$ cat src/pkg/kfh_pkg.sv
// Constants, key codes and carrier types for the terminal key function handler.
// Assumes the keyboard scanner delivers one event per press with modifier states.
package kfh_pkg;
  // ---------------------------------------------------------------
  // Key identities above the ASCII range
  // ---------------------------------------------------------------
  localparam logic [7:0] K_UP = 8'h80;
  localparam logic [7:0] K_DOWN = 8'h81;
  localparam logic [7:0] K_RIGHT = 8'h82;
  localparam logic [7:0] K_LEFT = 8'h83;
  localparam logic [7:0] K_PF1 = 8'h84;
  localparam logic [7:0] K_BREAK = 8'h88;
  localparam logic [7:0] K_SETUP = 8'h89;
  localparam logic [7:0] K_HOLD = 8'h8A;
  localparam logic [7:0] K_ENTER = 8'h8B;
  // ---------------------------------------------------------------
  // Codes sent to the host
  // ---------------------------------------------------------------
  localparam logic [7:0] C_LF = 8'h0A;
  localparam logic [7:0] C_CR = 8'h0D;
  localparam logic [7:0] C_ESC = 8'h1B;
  localparam logic [7:0] C_SP = 8'h20;
  localparam logic [7:0] C_DEL = 8'h7F;
  localparam logic [7:0] C_CSI = 8'h5B;
  localparam logic [7:0] C_SS3 = 8'h4F;
  localparam logic [7:0] ARROW_BASE = 8'h41;
  localparam logic [7:0] PF_BASE = 8'h50;
  // ---------------------------------------------------------------
  // Configuration parameters
  // ---------------------------------------------------------------
  localparam int NPARAM = 8;
  localparam int PW = 3;
  localparam int VW = 4;
  localparam logic [VW-1:0] PV_RST = 4'h0;
  localparam logic [15:0] PCODE [NPARAM] = '{16'h5453, 16'h5253, 16'h5045, 16'h554B,
                                             16'h4349, 16'h5046, 16'h4E4C, 16'h584F};
  localparam logic [VW-1:0] PMAX [NPARAM] = '{4'h7, 4'h7, 4'h2, 4'h3,
                                             4'h1, 4'h1, 4'h1, 4'h1};
  // ---------------------------------------------------------------
  // Locator and timing
  // ---------------------------------------------------------------
  localparam int LOC_W = 10;
  localparam logic [LOC_W-1:0] LOC_FINE = 10'h001;
  localparam logic [LOC_W-1:0] LOC_COARSE = 10'h00A;
  localparam logic [LOC_W-1:0] LOC_RST = 10'h000;
  localparam int CLK_NS = 40;
  localparam int FREEZE_MS = 500;
  localparam int FREEZE_CYC = FREEZE_MS * 1000000 / CLK_NS;
  localparam int SEQ_MAX = 5;
  localparam int FIFO_DEPTH = 8;
  // ---------------------------------------------------------------
  // Types
  // ---------------------------------------------------------------
  typedef struct packed {
    logic [7:0] code;
    logic shift;
    logic ctrl;
  } kfh_key_t;
  typedef enum logic [1:0] {
    M_NORM = 2'b00,
    M_SETUP = 2'b01,
    M_LOC = 2'b11
  } kfh_mode_t;
endpackage

$ cat src/hdl/kfh_handler.sv
// Keyboard function handler: key events in, host byte stream and mode controls out.
// Assumes key events and status inputs are synchronous to core_clk.
//
// Summary of operation
// Configuration key enters configuration mode.
// Arrow keys send cursor control sequences outside configuration and locator modes.
// Break sends a break; with shift a long break.
// Unshifted function keys each send their own control sequence.
// Shift+print key freezes screen during copy; second press aborts.
// Shift+pointer key enters locator mode and shows the cross cursor.
// Shift+text key selects text mode, or resets text features if already there.
// Shift+restart outside configuration does a soft reset keeping settings.
// Delete sends DEL, line feed sends LF.
// Return sends CR or CR LF per the new-line setting.
// Hold key toggles host flow stop and lamp when pausing is enabled.
// Control with a key sends the control code; escape sends ESC.
// In configuration, space or up increments value, wrapping to zero.
// In configuration, down decrements value, wrapping to the highest.
// In configuration, return or right selects next parameter, wrapping.
// In configuration, left selects previous parameter, wrapping.
// Two letters select a parameter by code; unknown code rings bell.
// A digit sets the value; invalid value rings bell.
// In configuration shift+restart is full reset; unshifted rings bell.
// Locator arrows move one dot, or ten with shift.
// Other keys end locator, send key then position (or CR then key).
// Enter or return ends locator and reports the position.
// Delete ends locator without report; sends CR if host started it.
// Keys typed during hold are buffered and sent after it ends.
// Keyboard gives one event per press with shift and control states.
`timescale 1ns/1ns
`default_nettype none
module kfh_handler import kfh_pkg::*; #(
  parameter int FREEZE_CYCLES = FREEZE_CYC,
  parameter int DEPTH = FIFO_DEPTH
) (
  // Clock and reset
  input wire logic core_clk,
  input wire logic sys_rst,
  // Keyboard events
  input wire logic key_valid,
  input wire kfh_key_t key_in,
  output logic key_ready,
  // Host line
  output logic tx_valid,
  output logic [7:0] tx_data,
  input wire logic tx_ready,
  output logic break_pulse,
  output logic long_break_pulse,
  output logic host_flow_stop,
  // Configuration and system status
  input wire logic flow_pause_enable,
  input wire logic newline_mode_param,
  input wire logic printer_present,
  input wire logic printer_done,
  input wire logic loc_host_start,
  input wire logic gfx_mode_req,
  // Mode and display controls
  output logic setup_active,
  output logic pointer_active,
  output logic [LOC_W-1:0] loc_x,
  output logic [LOC_W-1:0] loc_y,
  output logic text_mode,
  output logic graphics_mode,
  output logic gfx_settings_cancel,
  output logic text_features_reset,
  output logic soft_reset,
  output logic power_reset,
  output logic screen_freeze,
  output logic print_start,
  output logic print_abort,
  output logic hold_lamp,
  output logic bell,
  output logic [PW-1:0] param_idx,
  output logic [VW-1:0] param_val
);
  // ---------------------------------------------------------------
  // Key decode
  // ---------------------------------------------------------------
  kfh_mode_t mode_r;
  logic [7:0] kc;
  logic ksh, kct;
  assign kc = key_in.code;
  assign ksh = key_in.shift;
  assign kct = key_in.ctrl;
  wire tk = key_valid & key_ready;
  wire m_norm = (mode_r == M_NORM);
  wire m_setup = (mode_r == M_SETUP);
  wire m_loc = (mode_r == M_LOC);
  wire is_arrow = (kc[7:2] == 6'b100000);
  wire is_pf = (kc[7:2] == 6'b100001);
  wire [1:0] kn = kc[1:0];
  wire is_brk = (kc == K_BREAK);
  wire is_setk = (kc == K_SETUP);
  wire is_hold = (kc == K_HOLD);
  wire is_cr = (kc == C_CR) | (kc == K_ENTER);
  wire is_del = (kc == C_DEL);
  wire is_up = (kc == K_UP) | (kc == C_SP);
  wire is_letter = (kc[7:5] == 3'b010) & (kc[4:0] != 5'h00) & (kc[4:0] <= 5'h1A);
  wire is_digit = (kc[7:4] == 4'h3) & (kc[3:0] <= 4'h9);
  wire sh_pf1 = is_pf & ksh & (kn == 2'd0);
  wire sh_pf2 = is_pf & ksh & (kn == 2'd1);
  wire sh_pf3 = is_pf & ksh & (kn == 2'd2);
  wire pf4 = is_pf & (kn == 2'd3);
  wire [7:0] kbyte = (kct & kc[6]) ? {3'b000, kc[4:0]} : kc;
  wire loc_other = ~is_arrow & ~sh_pf2 & ~is_cr & ~is_del & ~is_setk & ~is_brk;

  // ---------------------------------------------------------------
  // Output sequence builder
  // ---------------------------------------------------------------
  logic [7:0] sb [SEQ_MAX];
  logic [2:0] slen;
  logic [7:0] pos [4];
  logic loc_host_r;
  logic [LOC_W-1:0] lx_r, ly_r;
  assign pos[0] = {3'b001, lx_r[9:5]};
  assign pos[1] = {3'b001, lx_r[4:0]};
  assign pos[2] = {3'b001, ly_r[9:5]};
  assign pos[3] = {3'b001, ly_r[4:0]};

  always_comb begin
    for (int i = 0; i < SEQ_MAX; i++) begin
      sb[i] = 8'h00;
    end
    slen = 3'd0;
    if (m_loc) begin
      if (is_cr) begin
        for (int i = 0; i < 4; i++) sb[i] = pos[i];
        slen = 3'd4;
      end else if (is_del) begin
        sb[0] = C_CR;
        slen = loc_host_r ? 3'd1 : 3'd0;
      end else if (loc_other) begin
        if (loc_host_r) begin
          sb[0] = C_CR;
          sb[1] = kbyte;
          slen = 3'd2;
        end else begin
          sb[0] = kbyte;
          for (int i = 0; i < 4; i++) sb[i+1] = pos[i];
          slen = 3'd5;
        end
      end
    end else if (m_norm) begin
      if (is_arrow) begin
        sb[0] = C_ESC;
        sb[1] = C_CSI;
        sb[2] = ARROW_BASE + {6'd0, kn};
        slen = 3'd3;
      end else if (is_pf & ~ksh) begin
        sb[0] = C_ESC;
        sb[1] = C_SS3;
        sb[2] = PF_BASE + {6'd0, kn};
        slen = 3'd3;
      end else if (is_cr) begin
        sb[0] = C_CR;
        sb[1] = C_LF;
        slen = newline_mode_param ? 3'd2 : 3'd1;
      end else if (~kc[7]) begin
        sb[0] = kbyte;
        slen = 3'd1;
      end
    end
  end

  // ---------------------------------------------------------------
  // Sequencer into the transmit FIFO
  // ---------------------------------------------------------------
  // Keys are refused while a sequence drains, so a full FIFO stalls the keyboard
  logic [7:0] sq_r [SEQ_MAX];
  logic [2:0] sq_len_r, sq_idx_r;
  logic f_in_ready, hold_r;
  wire busy = (sq_idx_r != sq_len_r);
  assign key_ready = ~busy;

  always_ff @(posedge core_clk) begin
    if (sys_rst) begin
      sq_len_r <= 3'd0;
      sq_idx_r <= 3'd0;
    end else if (tk) begin
      sq_r <= sb;
      sq_len_r <= slen;
      sq_idx_r <= 3'd0;
    end else if (busy & f_in_ready) begin
      sq_idx_r <= sq_idx_r + 3'd1;
    end
  end

  kfh_fifo #(.W(8), .D(DEPTH)) u_txq (
    .core_clk(core_clk),
    .sys_rst(sys_rst),
    .in_valid(busy),
    .in_data(sq_r[sq_idx_r]),
    .in_ready(f_in_ready),
    .out_valid(tx_valid),
    .out_data(tx_data),
    .out_ready(tx_ready & ~hold_r)
  );

  // ---------------------------------------------------------------
  // Mode, locator and hold
  // ---------------------------------------------------------------
  always_ff @(posedge core_clk) begin
    if (sys_rst) begin
      mode_r <= M_NORM;
      loc_host_r <= 1'b0;
    end else if (tk & is_setk) begin
      mode_r <= m_setup ? M_NORM : M_SETUP;
    end else if (tk & ~m_setup & sh_pf2) begin
      mode_r <= M_LOC;
      loc_host_r <= 1'b0;
    end else if (tk & m_loc & (is_cr | is_del | loc_other)) begin
      mode_r <= M_NORM;
    end else if (loc_host_start & m_norm) begin
      mode_r <= M_LOC;
      loc_host_r <= 1'b1;
    end
  end

  wire [LOC_W-1:0] step = ksh ? LOC_COARSE : LOC_FINE;
  wire loc_mv = tk & m_loc & is_arrow;
  always_ff @(posedge core_clk) begin
    if (sys_rst) begin
      lx_r <= LOC_RST;
      ly_r <= LOC_RST;
    end else if (loc_mv) begin
      case (kn)
        2'd0: ly_r <= ly_r - step;
        2'd1: ly_r <= ly_r + step;
        2'd2: lx_r <= lx_r + step;
        2'd3: lx_r <= lx_r - step;
        default: lx_r <= lx_r;
      endcase
    end
  end

  // Dropping the pause enable releases a hold so queued keys cannot stick
  always_ff @(posedge core_clk) begin
    if (sys_rst | ~flow_pause_enable) begin
      hold_r <= 1'b0;
    end else if (tk & is_hold & ~m_setup) begin
      hold_r <= ~hold_r;
    end
  end

  // ---------------------------------------------------------------
  // Print freeze
  // ---------------------------------------------------------------
  logic print_r;
  logic [23:0] frz_r;
  wire prt_key = tk & ~m_setup & sh_pf1;
  wire prt_end = printer_present ? printer_done : (frz_r == 24'd1);
  always_ff @(posedge core_clk) begin
    if (sys_rst) begin
      print_r <= 1'b0;
      frz_r <= 24'd0;
    end else if (prt_key) begin
      print_r <= ~print_r;
      frz_r <= 24'(FREEZE_CYCLES);
    end else if (print_r) begin
      print_r <= ~prt_end;
      frz_r <= frz_r - 24'd1;
    end
  end

  // ---------------------------------------------------------------
  // Configuration parameters
  // ---------------------------------------------------------------
  logic [VW-1:0] pv_r [NPARAM];
  logic [PW-1:0] pi_r;
  logic first_ok_r;
  logic [7:0] first_r;
  logic code_hit;
  logic [PW-1:0] code_idx;
  always_comb begin
    code_hit = 1'b0;
    code_idx = '0;
    for (int i = 0; i < NPARAM; i++) begin
      if (PCODE[i] == {first_r, kc}) begin
        code_hit = 1'b1;
        code_idx = PW'(i);
      end
    end
  end
  wire st = tk & m_setup;
  wire [VW-1:0] cur = pv_r[pi_r];
  wire [VW-1:0] vmax = PMAX[pi_r];
  wire dig_ok = (kc[3:0] <= vmax);
  wire full_rst = st & pf4 & ksh;
  wire code_done = st & is_letter & first_ok_r;

  always_ff @(posedge core_clk) begin
    if (sys_rst | full_rst) begin
      pi_r <= '0;
      first_ok_r <= 1'b0;
      first_r <= 8'h00;
    end else if (st) begin
      first_ok_r <= is_letter & ~first_ok_r;
      first_r <= kc;
      if (kc == C_CR | kc == K_RIGHT) begin
        pi_r <= (pi_r == PW'(NPARAM-1)) ? '0 : pi_r + 1'b1;
      end else if (kc == K_LEFT) begin
        pi_r <= (pi_r == '0) ? PW'(NPARAM-1) : pi_r - 1'b1;
      end else if (code_done & code_hit) begin
        pi_r <= code_idx;
      end
    end
  end

  always_ff @(posedge core_clk) begin
    if (sys_rst | full_rst) begin
      for (int i = 0; i < NPARAM; i++) pv_r[i] <= PV_RST;
    end else if (st & is_up) begin
      pv_r[pi_r] <= (cur == vmax) ? '0 : cur + 1'b1;
    end else if (st & (kc == K_DOWN)) begin
      pv_r[pi_r] <= (cur == '0) ? vmax : cur - 1'b1;
    end else if (st & is_digit & dig_ok) begin
      pv_r[pi_r] <= kc[VW-1:0];
    end
  end

  // ---------------------------------------------------------------
  // Text mode and one-cycle controls
  // ---------------------------------------------------------------
  logic text_r;
  wire txt_key = tk & ~m_setup & sh_pf3;
  always_ff @(posedge core_clk) begin
    if (sys_rst) begin
      text_r <= 1'b1;
    end else if (txt_key) begin
      text_r <= 1'b1;
    end else if (gfx_mode_req) begin
      text_r <= 1'b0;
    end
  end

  wire bell_nxt = (tk & is_setk & ~m_setup) | (st & pf4 & ~ksh)
                | (code_done & ~code_hit) | (st & is_digit & ~dig_ok);
  always_ff @(posedge core_clk) begin
    if (sys_rst) begin
      {break_pulse, long_break_pulse, bell, soft_reset, power_reset} <= 5'h00;
      {gfx_settings_cancel, text_features_reset, print_start, print_abort} <= 4'h0;
    end else begin
      break_pulse <= tk & is_brk & ~ksh;
      long_break_pulse <= tk & is_brk & ksh;
      bell <= bell_nxt;
      soft_reset <= tk & ~m_setup & pf4 & ksh;
      power_reset <= full_rst;
      gfx_settings_cancel <= txt_key & ~text_r;
      text_features_reset <= txt_key & text_r;
      print_start <= prt_key & ~print_r;
      print_abort <= prt_key & print_r;
    end
  end

  assign setup_active = m_setup;
  assign pointer_active = m_loc;
  assign loc_x = lx_r;
  assign loc_y = ly_r;
  assign text_mode = text_r;
  assign graphics_mode = ~text_r;
  assign screen_freeze = print_r;
  assign hold_lamp = hold_r;
  assign host_flow_stop = hold_r;
  assign param_idx = pi_r;
  assign param_val = cur;
endmodule
`default_nettype wire

$ cat src/hdl/kfh_fifo.sv
// Synchronous FIFO of flip-flops with valid/ready on both sides.
// Assumes one clock and a synchronous active-high reset.
`timescale 1ns/1ns
`default_nettype none
module kfh_fifo #(
  parameter int W = 8,
  parameter int D = 8
) (
  // Clock and reset
  input wire logic core_clk,
  input wire logic sys_rst,
  // Fill side
  input wire logic in_valid,
  input wire logic [W-1:0] in_data,
  output logic in_ready,
  // Drain side
  output logic out_valid,
  output logic [W-1:0] out_data,
  input wire logic out_ready
);
  localparam int AW = $clog2(D);
  logic [W-1:0] mem_r [D];
  logic [AW-1:0] wp_r, rp_r;
  logic [AW:0] cnt_r;
  wire push = in_valid & in_ready;
  wire pop = out_valid & out_ready;
  assign in_ready = (cnt_r != (AW+1)'(D));
  assign out_valid = (cnt_r != '0);
  assign out_data = mem_r[rp_r];

  always_ff @(posedge core_clk) begin
    if (push) begin
      mem_r[wp_r] <= in_data;
    end
  end

  always_ff @(posedge core_clk) begin
    if (sys_rst) begin
      wp_r <= '0;
      rp_r <= '0;
      cnt_r <= '0;
    end else begin
      if (push) begin
        wp_r <= (wp_r == AW'(D-1)) ? '0 : wp_r + 1'b1;
      end
      if (pop) begin
        rp_r <= (rp_r == AW'(D-1)) ? '0 : rp_r + 1'b1;
      end
      cnt_r <= cnt_r + (AW+1)'(push) - (AW+1)'(pop);
    end
  end
endmodule
`default_nettype wire

$ cat config.mk
export PLATFORM = sky130hd
export DESIGN_NAME = kfh_handler
export DESIGN_NICKNAME = d
export VERILOG_FILES = /design/src/pkg/kfh_pkg.sv /design/src/hdl/kfh_handler.sv /design/src/hdl/kfh_fifo.sv
export SDC_FILE = /design/constraint.sdc
export NUM_CORES = 1
export LEC_CHECK = 0
export BUFFER_PORTS_ARGS = -buffer_cell sky130_fd_sc_hd__buf_2
export CORE_MARGIN = 3
export CORE_UTILIZATION = 60
export CTS_CLUSTER_SIZE = 28
export DETAILED_ROUTE_END_ITERATION = 16
export PLACE_DENSITY = 0.81
export SLEW_MARGIN = 20
export SYNTH_ARGS = -nofsm -noshare
export SYNTH_HDL_FRONTEND = slang
export SYNTH_HIERARCHICAL = 1
export SYNTH_SLANG_ARGS = --single-unit
export TNS_END_PERCENT = 50
$ cat constraint.sdc
create_clock -name core_clk -period 7.5 [get_ports core_clk]
set_clock_uncertainty 0.2 [all_clocks]
set_input_delay 0.375 -clock core_clk [delete_from_list [all_inputs] [get_ports core_clk]]
set_output_delay 0.375 -clock core_clk [all_outputs]
set_load 0.02 [all_outputs]
==> metrics.yaml <==
clock_tree:
  htreeDepth: 1
  clock_sinks: 223
  cts_hold_buf: 5
  clockRootBuffer: "clkbuf_16"
  clk_pin_slew_worst_paths_ns: 0.07
  cts_tree: "yes"
  insertion_delay_ns: 0.52
  postCtsSetupBuffers: 0
  cts.path.max_buffers: 3
  numCtsBuffers: 23
  cts-resized-gates: 0
critical_path:
  end_kind: "register"
  cp.required_ns: 7.54
  crit_type: "reg -> reg"
  crit_chain: "xor2_1, or4b_1, or4_1, nor2_1, a2111oi_0, nor2_1, nor2_1"
  cpMostUsedCell: "nor2_1"
  critPathSlowestCell: "or4b_1"
  max_stage_delay_ns: 0.87
  arrival_ns: 4.18
  start_kind: "register"
  crit_fanout: 19
  worstRegToRegCells: 7
sta:
  setup_violations: 0
  finalCriticalPeriod_ns: 4.14
  period_share_pct: 55.2
  slew_viol_final: 0
  fin_ws_ns: 3.36
  final_hold_viol_count: 0
  fmaxAchievable_ghz: 0.241
  setup_tns_ns: 0
  grt_setup_unrepaired: "no"
  slew_headroom_pct: 24.8
  worst_pin_slew_ns: 1.13
run_status:
  outcome: "finished, final reports clean"
logic_synthesis:
  avgSynthCellArea_um2: 10.7
  ys_seq_elements: 223
  syn_inst: 1075
  synthesis.nets: 1146
  syn_area_um2: 11500
  synth_ff_type: "edfxtp_1"
  async_flop_share_pct: 0
  yosysWarnings: 6
  seq_area_frac_synth_pct: 50.2
  synth_top_area_cell: "edfxtp_1"
  synth_top_area_share_pct: 34.0
  synth.distinct_cells: 84
  synth_edf_count: 130
  synth_area_leaders: "edfxtp_1 (34%), dfxtp_1 (16%), ha_1 (5.2%)"
floorplanning:
  initial_core_util_pct: 62.5
  num_rows: 49
  die-area_um2: 20800
  die_w_um: 144
  io_pins: 73
  die_h_um: 144
  core_um2: 18400
placed_design:
  place_congestion: 0.873
  post-dp-hpwl_um: 17800
  placed_area_um2: 11900
  port_buffers: 72
  place_inst: 1326
  dpl_worst_slack_ns: 3.44
cells_and_area:
  design_area_um2: 12800
  final.fill_count: 1325
  nNetsFinal: 1198
  stdcell_count: 1373
  final_layout_size_suffix_gt1_share_pct: 14.7
  final_cell_mix: "edfxtp_1 (130), nor2_1 (109), nand2_1 (95), dfxtp_1 (93)"
  final_common_cell: "edfxtp_1"
  syn_to_final_growth_pct: 11.5
  n_antenna_cell: 0
route:
  totalWireLength_um: 25900
  drc_errors: 0
  drt-pass1-iter-count: 7
  antenna_left: 0
  dr_total_vias: 8592
  drt_iter0_markers: 912
  post_drt_wl_per_cell_um: 18.9
  vias_per_cell: 6.26
global_route:
  grt_pass1_wl_um: 42200
  grt.total_usage_pct: 25.0
  grt_pass1_vias: 8366
  antenna_found_initial: 0
  overflow: 0
  grt_max_degree: 65
power:
  p_leak_nw: 4.77
  power_density_nw_per_um2: 279
  irDropWorstVdd_mv: 0.183
  finalPower_w: 0.00357
worst_hold_path:
  hold_class: "in -> reg"
  holdPathStages: 3
flow_run:
  max-cap-violations: 0
## metal layers
metal | track usage, % | up-vias | share of wire [%]
met5 | 0 | - | 0
met4 | 8.10 | 0 | 2.8
met3 | 3.34 | 58 | 6.1
met2 | 40.7 | 342 | 48
met1 | 35.2 | 4124 | 43
li1 | - | 4068 | -
## synth_stat cells, types with 6 or more instances
| cell | instances |
|---|---|
| edfxtp_1 | 130 |
| nor2_1 | 110 |
| nand2_1 | 95 |
| dfxtp_1 | 93 |
| a21oi_1 | 72 |
| ha_1 | 48 |
| clkbuf_1 | 45 |
| inv_1 | 40 |
| nor3_1 | 36 |
| mux2i_1 | 30 |
| xnor2_1 | 30 |
| nand3_1 | 26 |
| o21ai_0 | 25 |
| nand2b_1 | 22 |
| a22oi_1 | 16 |
| and3_1 | 15 |
| mux4_1 | 15 |
| nor4_1 | 15 |
| nand4_1 | 14 |
| o22ai_1 | 14 |
| nor2b_1 | 12 |
| xor2_1 | 11 |
| mux2_2 | 10 |
| a211oi_1 | 9 |
| mux4_2 | 9 |
| or3_1 | 9 |
| or4_1 | 9 |
| or2_2 | 8 |
| a21o_1 | 7 |
| a31oi_1 | 7 |
| and2_1 | 6 |
## power breakdown
part,internal (W),total [W],switching (W)
Sequential,0.00151,0.00159,0.0000869
Combinational,0.000285,0.000754,0.000470
Clock,0.000731,0.00122,0.000490
Total,0.00252,0.00357,0.00105
## cell families (layout without fill, tap and decap cells)
logic type	count (synthesis)	in the layout	share of synthesized area, %
and+or+nand+nor	407	407	17.9
buffers and inverters	97	166	3.52
adders and majority gates	51	51	5.75
xor gates and xnor gates	41	41	3.13
AOI/OAI and AO/OA	191	191	10.6
DFF	223	223	50.2
muxes	65	65	8.91
## final timing paths
check                                              start                              to  slack [ns]
worst max-delay path            sq_idx_r[0]$_SDFFE_PP0P_        pv_r[0][1]$_SDFFCE_PN0P_        3.36
worst min-delay path                           key_in[2]         first_r[0]$_SDFFE_PP0P_        0.03
worst max register to register  sq_idx_r[0]$_SDFFE_PP0P_        pv_r[0][1]$_SDFFCE_PN0P_        3.36
worst min register to register    text_mode$_SDFFE_PP1P_  gfx_settings_cancel$_SDFF_PP0_        0.25
## registers in the layout (all words and copies together), names as in the netlist, 4 cells and up, named ones only
register / cells
pv_r: 32
u_txq/mem_r: 64
u_txq/cnt_r: 4
sq_r: 34
frz_r: 24
first_r: 8
loc_x: 10
loc_y: 10
## worst max-delay path, delay by kind of cell, from the launching register on
family,cells,cell delay (ns)
and+or+nand+nor,5,2.59
DFF,1,0.78
xor gates and xnor gates,1,0.17
AOI/OAI and AO/OA,1,0.12
## through the flow
| stage | hold WS [ns] | util [%] |
|---|---|---|
| final | 0.0350 | 69.6 |
| after global routing | 0.0428 | 69.6 |
| after CTS | 0.0161 | 69.6 |
| after detailed placement | 0.229 | 64.9 |
| after global placement | 0.234 | 64.9 |
| after floorplan | 0.232 | - |
## cell type report
class / instances / area [um^2] / area share, %
clock buffers: 27 / 613 / 4.79
clock inverters: 15 / 198 / 1.54
inverters: 42 / 158 / 1.23
multi-input cells: 755 / 5340 / 41.7
flip-flops and latches: 223 / 5770 / 45.0
well taps: 229 / 287 / 2.24
repair buffers: 82 / 448 / 3.50
No activity file was read; power rests on OpenSTA's default activity.
